==> src/src_pkg.sv <==
// Contract
// - Johnson upper stages copy the stage below
// - Johnson stage zero loads inverted top stage
// - Johnson counter has exactly twelve states
// - Johnson sequence 0,1,3,7,F,1F,3F,3E,3C,38,30,20
// - Basic feedback is XNOR of stages one, two
// - Feedback drives stage zero only, rest shift
// - Basic sequence 0,1,3,6,5,2,4, seven states
// - Basic all-ones state locks, never entered counting
// - Modified variant goes from 3 to 7
// - Modified sequence 0,1,3,7,6,5,2,4, eight states
// - Modified stage zero uses the three-term equation
// - Code weights stages one, two and four
`default_nettype none

package src_pkg;

    // ***************************************
    // Counter variants
    // ***************************************
    typedef enum {
        SRC_JOHNSON,
        SRC_BASIC,
        SRC_MODIFIED
    } src_variant_e;

    // ***************************************
    // Widths and periods
    // ***************************************
    localparam int STATE_W = 6;          // Widest variant
    localparam int JOHNSON_STAGES = 6;   // Twisted ring length
    localparam int FEEDBACK_STAGES = 3;  // Three-stage feedback length
    localparam int JOHNSON_STATES = 12;  // Twice the stages
    localparam int BASIC_STATES = 7;     // All but the lock-up code
    localparam int MODIFIED_STATES = 8;  // Every code
    localparam int AGE_W = 4;            // Wide enough for twelve

    // ***************************************
    // Codes and masks
    // ***************************************
    localparam logic [5:0] RESET_STATE = 6'h00;
    localparam logic [5:0] JOHNSON_MASK = 6'h3F;
    localparam logic [5:0] FEEDBACK_MASK = 6'h07;
    localparam logic [5:0] JOHNSON_FULL = 6'h3F;
    localparam logic [5:0] JOHNSON_DROP = 6'h3E;
    localparam logic [5:0] JOHNSON_LAST = 6'h20;
    localparam logic [5:0] LOCKUP_STATE = 6'h07;
    localparam logic [5:0] CODE_THREE = 6'h03;
    localparam logic [5:0] CODE_SIX = 6'h06;
    localparam logic [5:0] CODE_FIVE = 6'h05;
    localparam logic [5:0] CODE_TWO = 6'h02;

endpackage : src_pkg

`default_nettype wire

==> src/src_shift_chain.sv <==
`timescale 1ns/1ps
`default_nettype none

module src_shift_chain #(
    parameter int WIDTH = 3
) (
    // Clock and reset
    input wire logic clk_sys,
    input wire logic rst,
    // Control
    input wire logic syncClear,
    input wire logic loadEn,
    input wire logic [WIDTH-1:0] loadValue,
    // Feedback into the least significant stage
    input wire logic feedbackIn,
    // Stage outputs
    output logic [WIDTH-1:0] stageQ
);

    // ***************************************
    // Shift chain
    // ***************************************
    // Clear beats load, load beats counting
    always_ff @(posedge clk_sys or posedge rst) begin
        if (rst) begin
            stageQ <= '0;
        end else if (syncClear) begin
            stageQ <= '0;
        end else if (loadEn) begin
            stageQ <= loadValue;
        end else begin
            // Only stage zero sees feedback; the rest copy below
            stageQ <= {stageQ[WIDTH-2:0], feedbackIn};
        end
    end

endmodule : src_shift_chain

`default_nettype wire

==> src/src_counter_top.sv <==
`timescale 1ns/1ps
`default_nettype none

module src_counter_top #(
    // Build-time choice of counter
    parameter src_pkg::src_variant_e VARIANT = src_pkg::SRC_JOHNSON
) (
    // Clock and reset
    input wire logic clk_sys,
    input wire logic rst,
    // Same-domain control
    input wire logic syncClear,
    input wire logic loadEn,
    input wire logic [5:0] loadValue,
    // Counter state, stage zero in bit 0
    output logic [5:0] countState,
    // Status
    output logic wrapPulse_ff,
    output logic lockedUp_ff
);

    // ***************************************
    // Variant shape
    // ***************************************
    // Stage count follows the chosen variant
    localparam int STAGES = (VARIANT == src_pkg::SRC_JOHNSON) ?
        src_pkg::JOHNSON_STAGES : src_pkg::FEEDBACK_STAGES;
    // Mask that drops bits beyond the chain
    localparam logic [5:0] STAGE_MASK = (VARIANT == src_pkg::SRC_JOHNSON) ?
        src_pkg::JOHNSON_MASK : src_pkg::FEEDBACK_MASK;
    // States in one full period
    localparam int PERIOD = (VARIANT == src_pkg::SRC_JOHNSON) ?
        src_pkg::JOHNSON_STATES : ((VARIANT == src_pkg::SRC_BASIC) ?
        src_pkg::BASIC_STATES : src_pkg::MODIFIED_STATES);
    localparam logic [3:0] PERIOD_CNT = 4'(PERIOD);

    // ***************************************
    // Feedback functions
    // ***************************************
    // Twisted ring: invert the top stage
    function automatic logic fbJohnson(input logic [5:0] s);
        return ~s[5];
    endfunction : fbJohnson

    // Basic: high when stages one and two agree
    function automatic logic fbBasic(input logic [5:0] s);
        return ~(s[1] ^ s[2]);
    endfunction : fbBasic

    // Modified: shifts a one after code three to reach seven
    function automatic logic fbModified(input logic [5:0] s);
        return (~s[1] & ~s[2]) | (s[0] & ~s[2]) | (~s[0] & s[1] & s[2]);
    endfunction : fbModified

    // Feedback of the variant in use
    function automatic logic fbSelect(input logic [5:0] s);
        logic fb;
        fb = 1'b0;
        case (VARIANT)
            src_pkg::SRC_JOHNSON: fb = fbJohnson(s);
            src_pkg::SRC_BASIC: fb = fbBasic(s);
            src_pkg::SRC_MODIFIED: fb = fbModified(s);
            default: fb = 1'b0;
        endcase
        return fb;
    endfunction : fbSelect

    // Next code when counting; bit weights 1, 2, 4 and up
    function automatic logic [5:0] nextCode(input logic [5:0] s);
        return {s[4:0], fbSelect(s)} & STAGE_MASK;
    endfunction : nextCode

    // ***************************************
    // Counter core
    // ***************************************
    logic [STAGES-1:0] stageQ;   // Chain flip-flops
    logic feedbackBit;           // Into stage zero
    logic countStep;             // Plain counting this cycle
    logic [5:0] nxtState;        // What the chain will hold next

    // Feedback from the current state only
    assign feedbackBit = fbSelect(countState);

    // Counting whenever neither clear nor load is asked
    assign countStep = ~syncClear & ~loadEn;

    // One chain, one clock for all stages
    src_shift_chain #(
        .WIDTH(STAGES)
    ) u_chain (
        .clk_sys(clk_sys),
        .rst(rst),
        .syncClear(syncClear),
        .loadEn(loadEn),
        .loadValue(loadValue[STAGES-1:0]),
        .feedbackIn(feedbackBit),
        .stageQ(stageQ)
    );

    // Widen the short chains with zeros above
    generate
        if (STAGES < src_pkg::STATE_W) begin : g_pad
            assign countState = {{(src_pkg::STATE_W - STAGES){1'b0}}, stageQ};
        end else begin : g_full
            assign countState = stageQ;
        end
    endgenerate

    // Mirror of the chain priority, for the status flags
    always_comb begin
        if (syncClear) begin
            nxtState = src_pkg::RESET_STATE;
        end else if (loadEn) begin
            nxtState = loadValue & STAGE_MASK;
        end else begin
            nxtState = nextCode(countState);
        end
    end

    // ***************************************
    // Status flags
    // ***************************************
    // Wrap marks a return to zero by counting, not by clear
    always_ff @(posedge clk_sys or posedge rst) begin
        if (rst) begin
            wrapPulse_ff <= 1'b0;
        end else begin
            wrapPulse_ff <= countStep && (nxtState == src_pkg::RESET_STATE);
        end
    end

    // Lock-up only exists in the basic variant
    always_ff @(posedge clk_sys or posedge rst) begin
        if (rst) begin
            lockedUp_ff <= 1'b0;
        end else begin
            // Once loaded, all ones feeds itself forever
            lockedUp_ff <= (VARIANT == src_pkg::SRC_BASIC) &&
                (nxtState == src_pkg::LOCKUP_STATE);
        end
    end

    // ***************************************
    // Checking helpers
    // ***************************************
    // Steps since zero was last seen; only valid after a clear
    logic [3:0] ageCnt;
    logic runValid;

    // A load breaks the run, since any code may be loaded
    always_ff @(posedge clk_sys or posedge rst) begin
        if (rst) begin
            ageCnt <= 4'h0;
            runValid <= 1'b0;
        end else if (syncClear) begin
            ageCnt <= 4'h0;
            runValid <= 1'b1;
        end else if (loadEn) begin
            ageCnt <= 4'h0;
            runValid <= 1'b0;
        end else if (countState == src_pkg::RESET_STATE) begin
            ageCnt <= 4'h1;
        end else if (ageCnt != 4'hF) begin
            ageCnt <= ageCnt + 4'h1;
        end
    end
endmodule : src_counter_top

`default_nettype wire

==> config.mk <==
export PLATFORM = sky130hd
export DESIGN_NAME = src_counter_top
export DESIGN_NICKNAME = d
export VERILOG_FILES = /design/src/src_pkg.sv /design/src/src_shift_chain.sv /design/src/src_counter_top.sv
export SDC_FILE = /design/constraint.sdc
export NUM_CORES = 1
export LEC_CHECK = 0
export ABC_AREA = 0
export BUFFER_PORTS_ARGS = -buffer_cell sky130_fd_sc_hd__buf_2
export CORE_AREA = 2 2 39 41
export DETAILED_ROUTE_END_ITERATION = 10
export DIE_AREA = 0 0 41 43
export RECOVER_POWER = 25
export SLEW_MARGIN = 5
export SYNTH_ARGS = -nofsm -noshare
export SYNTH_HDL_FRONTEND = slang
export SYNTH_HIERARCHICAL = 1
export SYNTH_SLANG_ARGS = --single-unit
export TNS_END_PERCENT = 20
==> constraint.sdc <==
create_clock -name clk_sys -period 1.6 [get_ports clk_sys]
set_clock_uncertainty 0.15 [all_clocks]
set_input_delay 0.24 -clock clk_sys [delete_from_list [all_inputs] [get_ports clk_sys]]
set_output_delay 0.24 -clock clk_sys [all_outputs]
set_load 0.01 [all_outputs]
# --- Yosys cells after proc, flatten, opt, wreduce, memory -nomap -nowiden ---
# Cells that the tools add are included.
op_classes:
  n_mux: 2
  reduce_logical: 2
  bitwise_logic: 4
op_table:
  columns: ["operator", "count"]
  rows:
  - ["$mux 6", 2]
  - ["$logic_not 6->1", 1]
  - ["$not 1->1", 3]
  - ["$and 1x1->1", 1]
  - ["$logic_and 1x1->1", 1]
word_totals:
  inputBits: 10
  reg_bits: 7
  out_inout_bits: 8
  word_cells: 10

# --- Logic depth before layout (Yosys ltp) ---
# Gate-level depths: netlist (run 1).
logic_depth:
  word_depth: 5
  ltp_mapped: 3
  ltp_nobuf: 3

# --- Cells and area by module ---
# The synthesis (run 1) kept the hierarchy.
by_module_without_submodules:
  columns: ["mod", "instances", "seq_area_each_um2", "cells_each", "area_per_inst_um2"]
  rows:
  - ["src_shift_chain", 1, 150.1, 20, 247.7]
  - ["src_counter_top", 1, 25.0, 8, 70.1]

# --- Worst setup path after synthesis (run 1) ---
# OpenSTA, ideal clock, no wires.
synth_timing:
  path_kind: "register -> register"
  from: "register u_chain.stageQ[1]"
  to: "register wrapPulse_ff"
  stages_incl_launch_ff: 3
  arrival_time_ns: 1.128
  path_buffers: 0
  synth_period_minus_slack_ns: 1.373
  setup_time_ns: 0.095
  setup_slack_ns: 0.227
  t_required_ns: 1.355
  cell_sequence: "dfrtp_1 > or4_1 > nor4b_2"
synth_between:
  elab_chain_cells: 4
synth_rtl:
  columns: ["element", "line_no", "source"]
  rows:
  - ["from (decl)", "src_shift_chain.sv:17", "output logic [WIDTH-1:0] stageQ"]
  - ["from (signal assigned)", "src_shift_chain.sv:30", "stageQ <= loadValue;"]
  - ["from (signal assigned)", "src_shift_chain.sv:33", "stageQ <= {stageQ[WIDTH-2:0], feedbackIn};"]
  - ["$mux 6", "src_counter_top.sv:113", "end else if (loadEn) begin"]
  - ["$mux 6", "src_counter_top.sv:111", "if (syncClear) begin"]
  - ["$logic_not 6->1", "src_counter_top.sv:128", "wrapPulse_ff <= countStep && (nxtState == src_pkg::RESET_STATE);"]
  - ["$logic_and 1x1->1", "src_counter_top.sv:128", null]
  - ["to (signal assigned)", "src_counter_top.sv:128", null]
  - ["to (decl)", "src_counter_top.sv:18", "output logic wrapPulse_ff,"]
# Every way passes these cells.

# --- Worst setup path in the final report (run 1) ---
# Ends and elaborated chain as after synthesis.

==> key figures, run 1 <==
Status
  • Status: completed

Drt
  • Vias per cell: 3.95
  • Post-DRT Antenna Nets: 0
  • Vias: 249
  • Iteration-0 DRC Markers: 1
  • First-pass DRT Iterations: 4
  • Detailed Route WL: 630 um
  • Number of remaining DRC errors: 0
  • Drt wl/cell: 10.0 um

Timing
  • Min cycle time layout: 1.37 ns
  • Fin. max-slew vios: 0
  • Final setup violation count: 0
  • Fmax: 0.728 GHz
  • Unrepaired setup endpoints after global routing: false
  • Tcrit/Tclk final: 85.9%
  • Setup TNS: 0 ns
  • Final worst setup slack: 0.226 ns
  • Final hold vios: 0

Floorplanning
  • Chip height: 43 um
  • DIE WIDTH: 41 um
  • Row cnt: 14
  • I/O Pins: 18
  • Placeable Area: 1380 um2
  • Initial Util: 23.0%
  • Die ar.: 1760 um2

Yosys
  • Post-Synth XOR/XNOR Area: 0%
  • Ys Warns: 6
  • Share of synthesized area spent on multiplexers: 18.9%
  • Post-synthesis adder-cell area fraction: 0%
  • Seq cells post-synth: 7
  • Net Count, Synth: 38
  • Complex-gate fraction of the synthesized area: 0%
  • Synth Instances: 28
  • Sequential-to-total area share from yosys stat: 55.1%
  • Post-Synth Simple-Gate Area: 15.4%
  • Synthesized area per cell: 11.4 um2
  • Synthesized area: 318 um2
  • Yosys cell types: 9
  • Largest family of logic cells by synthesized area: multiplexers

Placement
  • Placer's final routability congestion estimate: 0.658
  • Worst slack at placement: 0.213 ns
  • Post-DP Area: 399 um2
  • Number of port buffers: 16
  • Hpwl dp: 514 um

Power
  • Pleak: 0.252 nW
  • Maximum VDD drop: 0.349 mV
  • Power Dens Cells: 941 nW/um2
  • Final Total Pwr: 0.410 mW

Setup path
  • Cell family with most CP delay: simple AND/OR/NAND/NOR gates
  • Worst reg2reg setup slack: 0.23 ns
  • CP Class: reg -> reg
  • Worst path buffer plus inverter count: 0
  • Critical path endpoint category: flop
  • CP Max Fanout: 3
  • CP Launch Type: flop
  • CP Data Required Time: 1.60 ns
  • Worst EP arrival: 1.38 ns
  • Worst path max stage delay: 0.54 ns
  • Crit path cell chain: or4_1 -> nor4b_2
  • Crit path max-delay cell type: or4_1
  • RR Endpoint: wrapPulse_ff$_DFF_PP0_
  • R2R depth: 2
  • Worst reg2reg path startpoint: u_chain/stageQ[1]$_DFF_PP0_

Clock network
  • Cts hold-fix bufs: 1
  • CTS tree: yes
  • Maximum clock insertion buffer count: 2
  • CTS buffer count: 3
  • Post-CTS Resized: 0
  • Sink Count: 7
  • Skew-Pair Late Insertion Delay: 0.25 ns
  • Htree depth: 1
  • CTS clock-pin slew for the worst setup and hold paths: 0.05 ns
  • Root Buffer: clkbuf_4
  • Postcts setup bufs: 0

Layout
  • Final core utilization: 31.5%
  • Most common cell after layout, fill and taps aside: buf_2
  • Commonest cells after routing, fill and taps aside: 16 x buf_2, 7 x nor2_1, 7 x dfrtp_1
  • Multi-input gate area: 113 um2
  • FF/Latch Area: 175 um2
  • Final #Nets: 58
  • Filler Cells Inserted: 161
  • Finished Cell Area: 435 um2
  • Number of diodes: 0
  • Share of cells above drive strength 1: 42.6%
  • Area grow syn2layout: 37.0%

Hold path
  • Hold EP: u_chain/stageQ[5]$_DFF_PP0_
  • Hold path startpoint: loadValue[5]
  • Hold WC Path Type: in -> reg
  • Hold Path Depth: 3

Global routing
  • First-pass GRT wire length: 1060 um
  • Antenna violations before repair: 0
  • GRT Total Usage: 9.93%
  • Vias in the first global route: 259
  • Largest net degree at the start of global routing: 8
  • Gr ovfl total: 0

Flow run
  • Maxcap violations: 0
flip-flops by register name, indices dropped and copies added, names as in the netlist:
register / flops
wrapPulse_ff: 1
u_chain/stageQ: 6
routing by layer:
metal  routed length (um)  GRT usage (%)
met4                    8           10.0
met5                    0              0
met1                  272           12.3
met2                  301           11.6
met3                   46           4.71
how the worst max path moves through the flow:
stage                                start                endpoint  depth (start not counted)
6_report       u_chain/stageQ[1]$_DFF_PP0_  wrapPulse_ff$_DFF_PP0_                          2
5_1_grt        u_chain/stageQ[1]$_DFF_PP0_  wrapPulse_ff$_DFF_PP0_                          2
4_1_cts        u_chain/stageQ[1]$_DFF_PP0_  wrapPulse_ff$_DFF_PP0_                          2
3_5_place_dp   u_chain/stageQ[1]$_DFF_PP0_  wrapPulse_ff$_DFF_PP0_                          2
3_3_place_gp   u_chain/stageQ[1]$_DFF_PP0_  wrapPulse_ff$_DFF_PP0_                          2
2_1_floorplan  u_chain/stageQ[1]$_DFF_PP0_  wrapPulse_ff$_DFF_PP0_                          2
report_power, final:
group	switching [mW]	total, mW	internal (mW)
clock	0.0632	0.158	0.0950
sequential	0.00568	0.193	0.187
combinational	0.0305	0.0587	0.0283
logic make-up (layout without fill, tap and decap cells):
group	after synthesis	count (layout)
buf+inv	5	24
flops	7	7
mux	6	6
other cells	1	1
simple gates	9	9
tightest hold or removal path: cells and delay by family:
family / cells / cell delay [ns]
buffers and inverters: 1 / 0.08
and+or+nand+nor: 1 / 0.08
muxes: 1 / 0.05
per-stage QoR:
step / instances / hold WS (ns)
6_report: 63 / 0.0884
5_1_grt: 63 / 0.101
4_1_cts: 63 / 0.0822
3_5_place_dp: 58 / -0.0626
3_3_place_gp: 58 / -0.0646
2_1_floorplan: 28 / -0.181
layout make-up:
class                   count  share of cell area, %
multi-input cells          16                   25.9
clock buffers               4                   6.03
inverters                   3                   2.59
repair buffers             17                   20.7
well taps                  16                   4.60
flip-flops and latches      7                   40.2
Yosys cell counts:
library cell  number  area (um2)
dfrtp_1            7         175
nor2_1             7        26.3
mux2i_1            6        60.1
inv_1              3        11.3
buf_4              1        7.51
buf_6              1        11.3
conb_1             1        3.75
nor4b_2            1        15.0
or4_1              1        7.51
Note: power is estimated with default switching activity, not from simulation.
==> run 2: changes to the inputs <==
- CORE_AREA: 2 2 39 41 -> 4 4 41 43
- DIE_AREA: 0 0 41 43 -> 0 0 45 47
==> key figures, run 2 (synthesis results as in run 1) <==
Layout
  • Largest register by flop count: u_chain/stageQ
  • Number of diodes: 0 (unchanged)
  • Max FFs per register: 6 (unchanged)
  • Area grow syn2layout: 36.6%
  • Share of cells above drive strength 1: 42.6% (unchanged)
  • Most common cell after layout, fill and taps aside: buf_2
  • Finished Cell Area: 434 um2 (-0.29%)
  • Final #Nets: 58 (unchanged)
  • Commonest cells after routing, fill and taps aside: 16 x buf_2, 7 x nor2_1, 7 x dfrtp_1
  • Filler Cells Inserted: 146 (-9.3%)
  • Top flop regs: u_chain/stageQ x6, wrapPulse_ff x1

Clock network
  • Post-CTS Resized: 0 (unchanged)
  • CTS buffer count: 3 (unchanged)
  • CTS tree: yes
  • Sink Count: 7 (unchanged)
  • Maximum clock insertion buffer count: 2 (unchanged)
  • Htree depth: 1 (unchanged)
  • CTS clock-pin slew for the worst setup and hold paths: 0.06 ns (about the same)
  • Skew-Pair Late Insertion Delay: 0.25 ns (about the same)
  • Root Buffer: clkbuf_4

Placement
  • Placer's final routability congestion estimate: 0.681 (+3.4%)
  • Post-DP Area: 398 um2 (-0.31%)
  • Number of port buffers: 16 (unchanged)

Setup path
  • CP Max Fanout: 3 (unchanged)
  • RR Endpoint: wrapPulse_ff$_DFF_PP0_
  • Critical path endpoint category: flop
  • R2R depth: 2 (unchanged)
  • Crit path cell chain: or4_1 -> nor4b_2
  • Worst reg2reg setup slack: 0.20 ns (-0.02 ns)
  • CP Class: reg -> reg
  • Worst EP arrival: 1.41 ns (+0.03 ns)
  • Crit path max-delay cell type: or4_1
  • Worst path max stage delay: 0.54 ns (about the same)
  • CP Data Required Time: 1.61 ns (about the same)
  • Worst reg2reg path startpoint: u_chain/stageQ[1]$_DFF_PP0_
  • CP Launch Type: flop

Timing
  • Setup TNS: 0 ns (unchanged)
  • Min cycle time layout: 1.40 ns (+0.0239 ns)
  • Hold WS: 0.0851 ns (-0.00333 ns)
  • Final setup violation count: 0 (unchanged)
  • Final hold vios: 0 (unchanged)
  • Fin. max-slew vios: 0 (unchanged)
  • Fmax: 0.715 GHz (-1.7%)
  • Tcrit/Tclk final: 87.4% (+1.5 points)
  • Unrepaired setup endpoints after global routing: false

Power
  • Int Pwr: 0.311 mW (+0.11%)
  • Switch share: 25.5% (+1.2 points)
  • Maximum VDD drop: 0.595 mV (+70%)
  • Power Dens Cells: 960 nW/um2 (+2.0%)
  • Comb pwr share: 14.2% (about the same)
  • Pleak: 0.252 nW (unchanged)
  • Psw: 0.106 mW (+6.7%)
  • Sequential fraction of design power: 46.3% (-0.7 points)
  • Clock power frac: 39.5% (+0.9 points)

Floorplanning
  • DIE WIDTH: 45 um (+9.8%)
  • Chip height: 47 um (+9.3%)
  • Die ar.: 2120 um2 (+20%)
  • Placeable Area: 1300 um2 (-6.0%)
  • Initial Util: 24.4% (+1.5 points)
  • I/O Pins: 18 (unchanged)
  • Row cnt: 13 (-1)

Global routing
  • Gr ovfl total: 0 (unchanged)
  • GRT busiest layer: met2
  • Vias in the first global route: 263 (+1.5%)
  • Largest net degree at the start of global routing: 8 (unchanged)
  • GRT Total Usage: 7.64% (-2.3 points)
  • First-pass GRT wire length: 1080 um (+2.0%)
  • GRT met2 Usage: 11.3% (-0.26 points)
  • GRT met1 Usage: 7.67% (-4.6 points)
  • M3 GR Usage: 6.51% (+1.8 points)
  • Antenna violations before repair: 0 (unchanged)

Hold path
  • Hold Path Depth: 3 (unchanged)
  • Hold path startpoint: loadValue[4]
  • Hold WC Path Type: in -> reg
  • Hold EP: u_chain/stageQ[4]$_DFF_PP0_

Drt
  • First-pass DRT Iterations: 4 (unchanged)
  • Vias per cell: 4.29 (+8.6%)
  • Vias: 266 (+6.8%)
  • Detailed Route WL: 690 um (+9.5%)
  • Number of remaining DRC errors: 0 (unchanged)
  • Post-DRT Antenna Nets: 0 (unchanged)
  • Iteration-0 DRC Markers: 5 (+4)
  • Drt wl/cell: 11.1 um (+11%)

Flow run
  • Maxcap violations: 0 (unchanged)

Status
  • Status: completed
## run 2: cell counts in the layout (fill, tap and decap cells not counted)
No cell type changed its count.
## run 2: repair_timing
action | in CTS | in global routing
endpoints found under the hold margin | 7 | 0
hold buffers | 1 | 0
setup buffers | 0 | 0
## run 2: cell type report
type	instances	area [um2]	area share, %
Sequential cell	7	175	40.3
Inverter	3	11.3	2.59
Clock buffer	4	26.3	6.05
Multi-Input combinational cell	16	113	25.9
Tap cell	15	18.8	4.32
Timing Repair Buffer	17	90.1	20.7
## run 2: power by group through the flow
stage	clock (mW)	combinational [mW]	sequential, mW
2_1_floorplan	0	0.0298	0.200
3_3_place_gp	0	0.0580	0.196
3_5_place_dp	0	0.0580	0.196
4_1_cts	0.169	0.0603	0.193
5_1_grt	0.182	0.0656	0.194
6_report	0.165	0.0590	0.193
## run 2: critical path, delay by kind of cell, from the launching register on
family / cells / cell delay [ns]
AND/OR/NAND/NOR: 2 / 0.77
flip-flops: 1 / 0.39
## run 2: how the worst max path moves through the flow
stage / from / endpoint / slack, ns
global placement: u_chain/stageQ[1]$_DFF_PP0_ / wrapPulse_ff$_DFF_PP0_ / 0.26
floorplan: u_chain/stageQ[1]$_DFF_PP0_ / wrapPulse_ff$_DFF_PP0_ / 0.23
detailed placement: u_chain/stageQ[1]$_DFF_PP0_ / wrapPulse_ff$_DFF_PP0_ / 0.19
finish: u_chain/stageQ[1]$_DFF_PP0_ / wrapPulse_ff$_DFF_PP0_ / 0.20
global route: u_chain/stageQ[1]$_DFF_PP0_ / wrapPulse_ff$_DFF_PP0_ / 0.12
CTS: u_chain/stageQ[1]$_DFF_PP0_ / wrapPulse_ff$_DFF_PP0_ / 0.18
## run 2: metal layers
| metal | wire [um] | vias to the layer above |
|---|---|---|
| li1 | - | 125 |
| met1 | 298 | 124 |
| met2 | 300 | 15 |
| met3 | 84 | 2 |
| met4 | 6 | 0 |
| met5 | 0 | - |
## run 2: metrics by stage
stage | utilization (%) | instances | worst slack [ns] | total power, mW
after detailed placement | 30.6 | 57 | 0.190 | 0.254
after floorplan | - | 28 | 0.227 | 0.230
final | 33.4 | 62 | 0.202 | 0.417
after CTS | 33.4 | 62 | 0.178 | 0.423
after global placement | 30.6 | 57 | 0.264 | 0.254
after global routing | 33.4 | 62 | 0.124 | 0.442
==> run 3: changes to the inputs <==
- BUFFER_PORTS_ARGS: -buffer_cell sky130_fd_sc_hd__buf_2 -> not set
- CAP_MARGIN: not set -> 20
- DONT_BUFFER_PORTS: not set -> 1
==> key figures, run 3 (synthesis results as in run 1) <==
Status
  • Status: completed

Layout
  • Most common cell after layout, fill and taps aside: dlygate4sd3_1
  • Commonest cells after routing, fill and taps aside: 10 x dlygate4sd3_1, 7 x nor2_1, 7 x dfrtp_1
  • Share of cells above drive strength 1: 10.0% (-33 points)
  • Area grow syn2layout: 39.8%
  • Number of diodes: 0 (unchanged)
  • Filler Cells Inserted: 144 (-1.4%)
  • Max FFs per register: 6 (unchanged)
  • Largest register by flop count: u_chain/stageQ
  • Final core utilization: 34.1% (+0.77 points)
  • Finished Cell Area: 444 um2 (+2.3%)
  • Final #Nets: 51 (-12%)
  • Top flop regs: u_chain/stageQ x6, wrapPulse_ff x1
  • FF/Latch Area: 175 um2 (unchanged)
  • Multi-input gate area: 113 um2 (unchanged)

Setup path
  • Cell family with most CP delay: buffers and inverters
  • CP Data Required Time: 1.58 ns (-0.03 ns)
  • Worst EP arrival: 1.52 ns (+0.11 ns)
  • Worst path buffer plus inverter count: 2 (+2)
  • Worst path max stage delay: 0.56 ns (+0.02 ns)
  • Crit path cell chain: dlygate4sd3_1 -> mux2i_1 -> dlygate4sd3_1 -> nor2_1
  • CP Class: in -> reg
  • Crit path max-delay cell type: dlygate4sd3_1
  • CP most frequent cell: dlygate4sd3_1
  • Critical path endpoint category: flop
  • CP Max Fanout: 1 (-2)
  • CP Launch Type: primary input

Power
  • Psw: 0.0994 mW (-6.3%)
  • Comb pwr share: 12.2% (-2.0 points)
  • Switch share: 24.2% (-1.3 points)
  • Clock power frac: 39.1% (-0.4 points)
  • Final Total Pwr: 0.411 mW (-1.3%)
  • Sequential fraction of design power: 48.7% (+2.4 points)
  • Int Pwr: 0.312 mW (+0.45%)
  • Pleak: 0.218 nW (-13%)
  • Power Dens Cells: 926 nW/um2 (-3.5%)
  • Maximum VDD drop: 0.389 mV (-35%)

Global routing
  • GRT Total Usage: 9.00% (+1.4 points)
  • Largest net degree at the start of global routing: 8 (unchanged)
  • Antenna violations before repair: 0 (unchanged)
  • Gr ovfl total: 0 (unchanged)
  • First-pass GRT wire length: 1230 um (+14%)
  • Vias in the first global route: 272 (+3.4%)

Clock network
  • CTS clock-pin slew for the worst setup and hold paths: 0.05 ns (about the same)
  • Sink Count: 7 (unchanged)
  • Postcts setup bufs: 0 (unchanged)
  • CTS tree: yes
  • CTS buffer count: 3 (unchanged)
  • Root Buffer: clkbuf_4
  • Htree depth: 1 (unchanged)
  • Maximum clock insertion buffer count: 2 (unchanged)
  • Skew-Pair Late Insertion Delay: 0.25 ns (about the same)

Floorplanning
  • Initial Util: 24.4% (unchanged)
  • Chip height: 47 um (unchanged)
  • Placeable Area: 1300 um2 (unchanged)
  • Die ar.: 2120 um2 (unchanged)
  • Row cnt: 13 (unchanged)
  • DIE WIDTH: 45 um (unchanged)
  • I/O Pins: 18 (unchanged)

Drt
  • Vias: 249 (-6.4%)
  • WL met1: 285 um (-4.4%)
  • Met3 wire length: 102 um (+21%)
  • Drt wl/cell: 14.0 um (+26%)
  • Vias per cell: 4.53 (+5.5%)
  • DR top layer: met3
  • First-pass DRT Iterations: 1 (-3)
  • Number of remaining DRC errors: 0 (unchanged)
  • Iteration-0 DRC Markers: 0 (-5)
  • Post-DRT Antenna Nets: 0 (unchanged)
  • Detailed Route WL: 771 um (+12%)
  • Met2 routed WL: 383 um (+28%)

Timing
  • Unrepaired setup endpoints after global routing: false
  • Tcrit/Tclk final: 96.5% (+9.1 points)
  • Setup TNS: 0 ns (unchanged)
  • Final setup violation count: 0 (unchanged)
  • Min cycle time layout: 1.54 ns (+0.145 ns)
  • Fmax: 0.648 GHz (-9.4%)
  • Fin. max-slew vios: 0 (unchanged)
  • Final hold vios: 0 (unchanged)
  • Final worst setup slack: 0.0568 ns (-0.145 ns)

Flow run
  • Maxcap violations: 0 (unchanged)

Placement
  • Worst slack at placement: 0.143 ns (-0.0467 ns)
  • Placer's final routability congestion estimate: 0.632 (-7.1%)
  • Number of port buffers: 0 (-16)
  • Post-DP Area: 318 um2 (-20%)

Hold path
  • Hold WC Path Type: in -> reg
run 3: final timing paths:
check / start / end / slack, ns / cells past startpoint
worst max-delay path: loadValue[5] / u_chain/stageQ[5]$_DFF_PP0_ / 0.06 / 4
worst max register to register: u_chain/stageQ[1]$_DFF_PP0_ / wrapPulse_ff$_DFF_PP0_ / 0.14 / 2
max in group asynchronous: rst / u_chain/stageQ[4]$_DFF_PP0_ / 0.89 / 2
worst min register to register: u_chain/stageQ[5]$_DFF_PP0_ / wrapPulse_ff$_DFF_PP0_ / 0.45 / 2
min in group asynchronous: rst / wrapPulse_ff$_DFF_PP0_ / 0.14 / 2
worst min-delay path: loadValue[1] / u_chain/stageQ[1]$_DFF_PP0_ / 0.01 / 2
run 3: what timing repair did:
item / CTS / global route
gates resized for setup: 0 / 0
hold buffers: 8 / 2
endpoints found under the hold margin: 14 / 3
run 3: routing by layer:
layer	track usage, %	vias to the layer above
li1	-	113
met1	8.84	120
met2	13.3	16
met3	7.28	0
met4	5.26	0
met5	0	-
run 3: area by class of cell:
class / instances / share of cell area, %
inverter: 3 / 2.54
multi-input combinational: 16 / 25.4
clock buffer: 4 / 5.92
timing repair buffer: 10 / 22.5
sequential: 7 / 39.4
tap: 15 / 4.23
run 3: power by group through the flow:
stage / Combinational [mW] / Clock [mW] / Sequential (mW)
floorplan: 0.0298 / 0 / 0.200
global placement: 0.0254 / 0 / 0.204
detailed placement: 0.0256 / 0 / 0.204
CTS: 0.0446 / 0.166 / 0.201
global route: 0.0567 / 0.188 / 0.202
finish: 0.0500 / 0.161 / 0.200
run 3: through the flow:
stage | hold WS [ns] | std cells
floorplan | -0.181 | 28
global placement | -0.180 | 41
detailed placement | -0.179 | 41
CTS | 0.00218 | 53
global route | 0.00307 | 55
finish | 0.0134 | 55
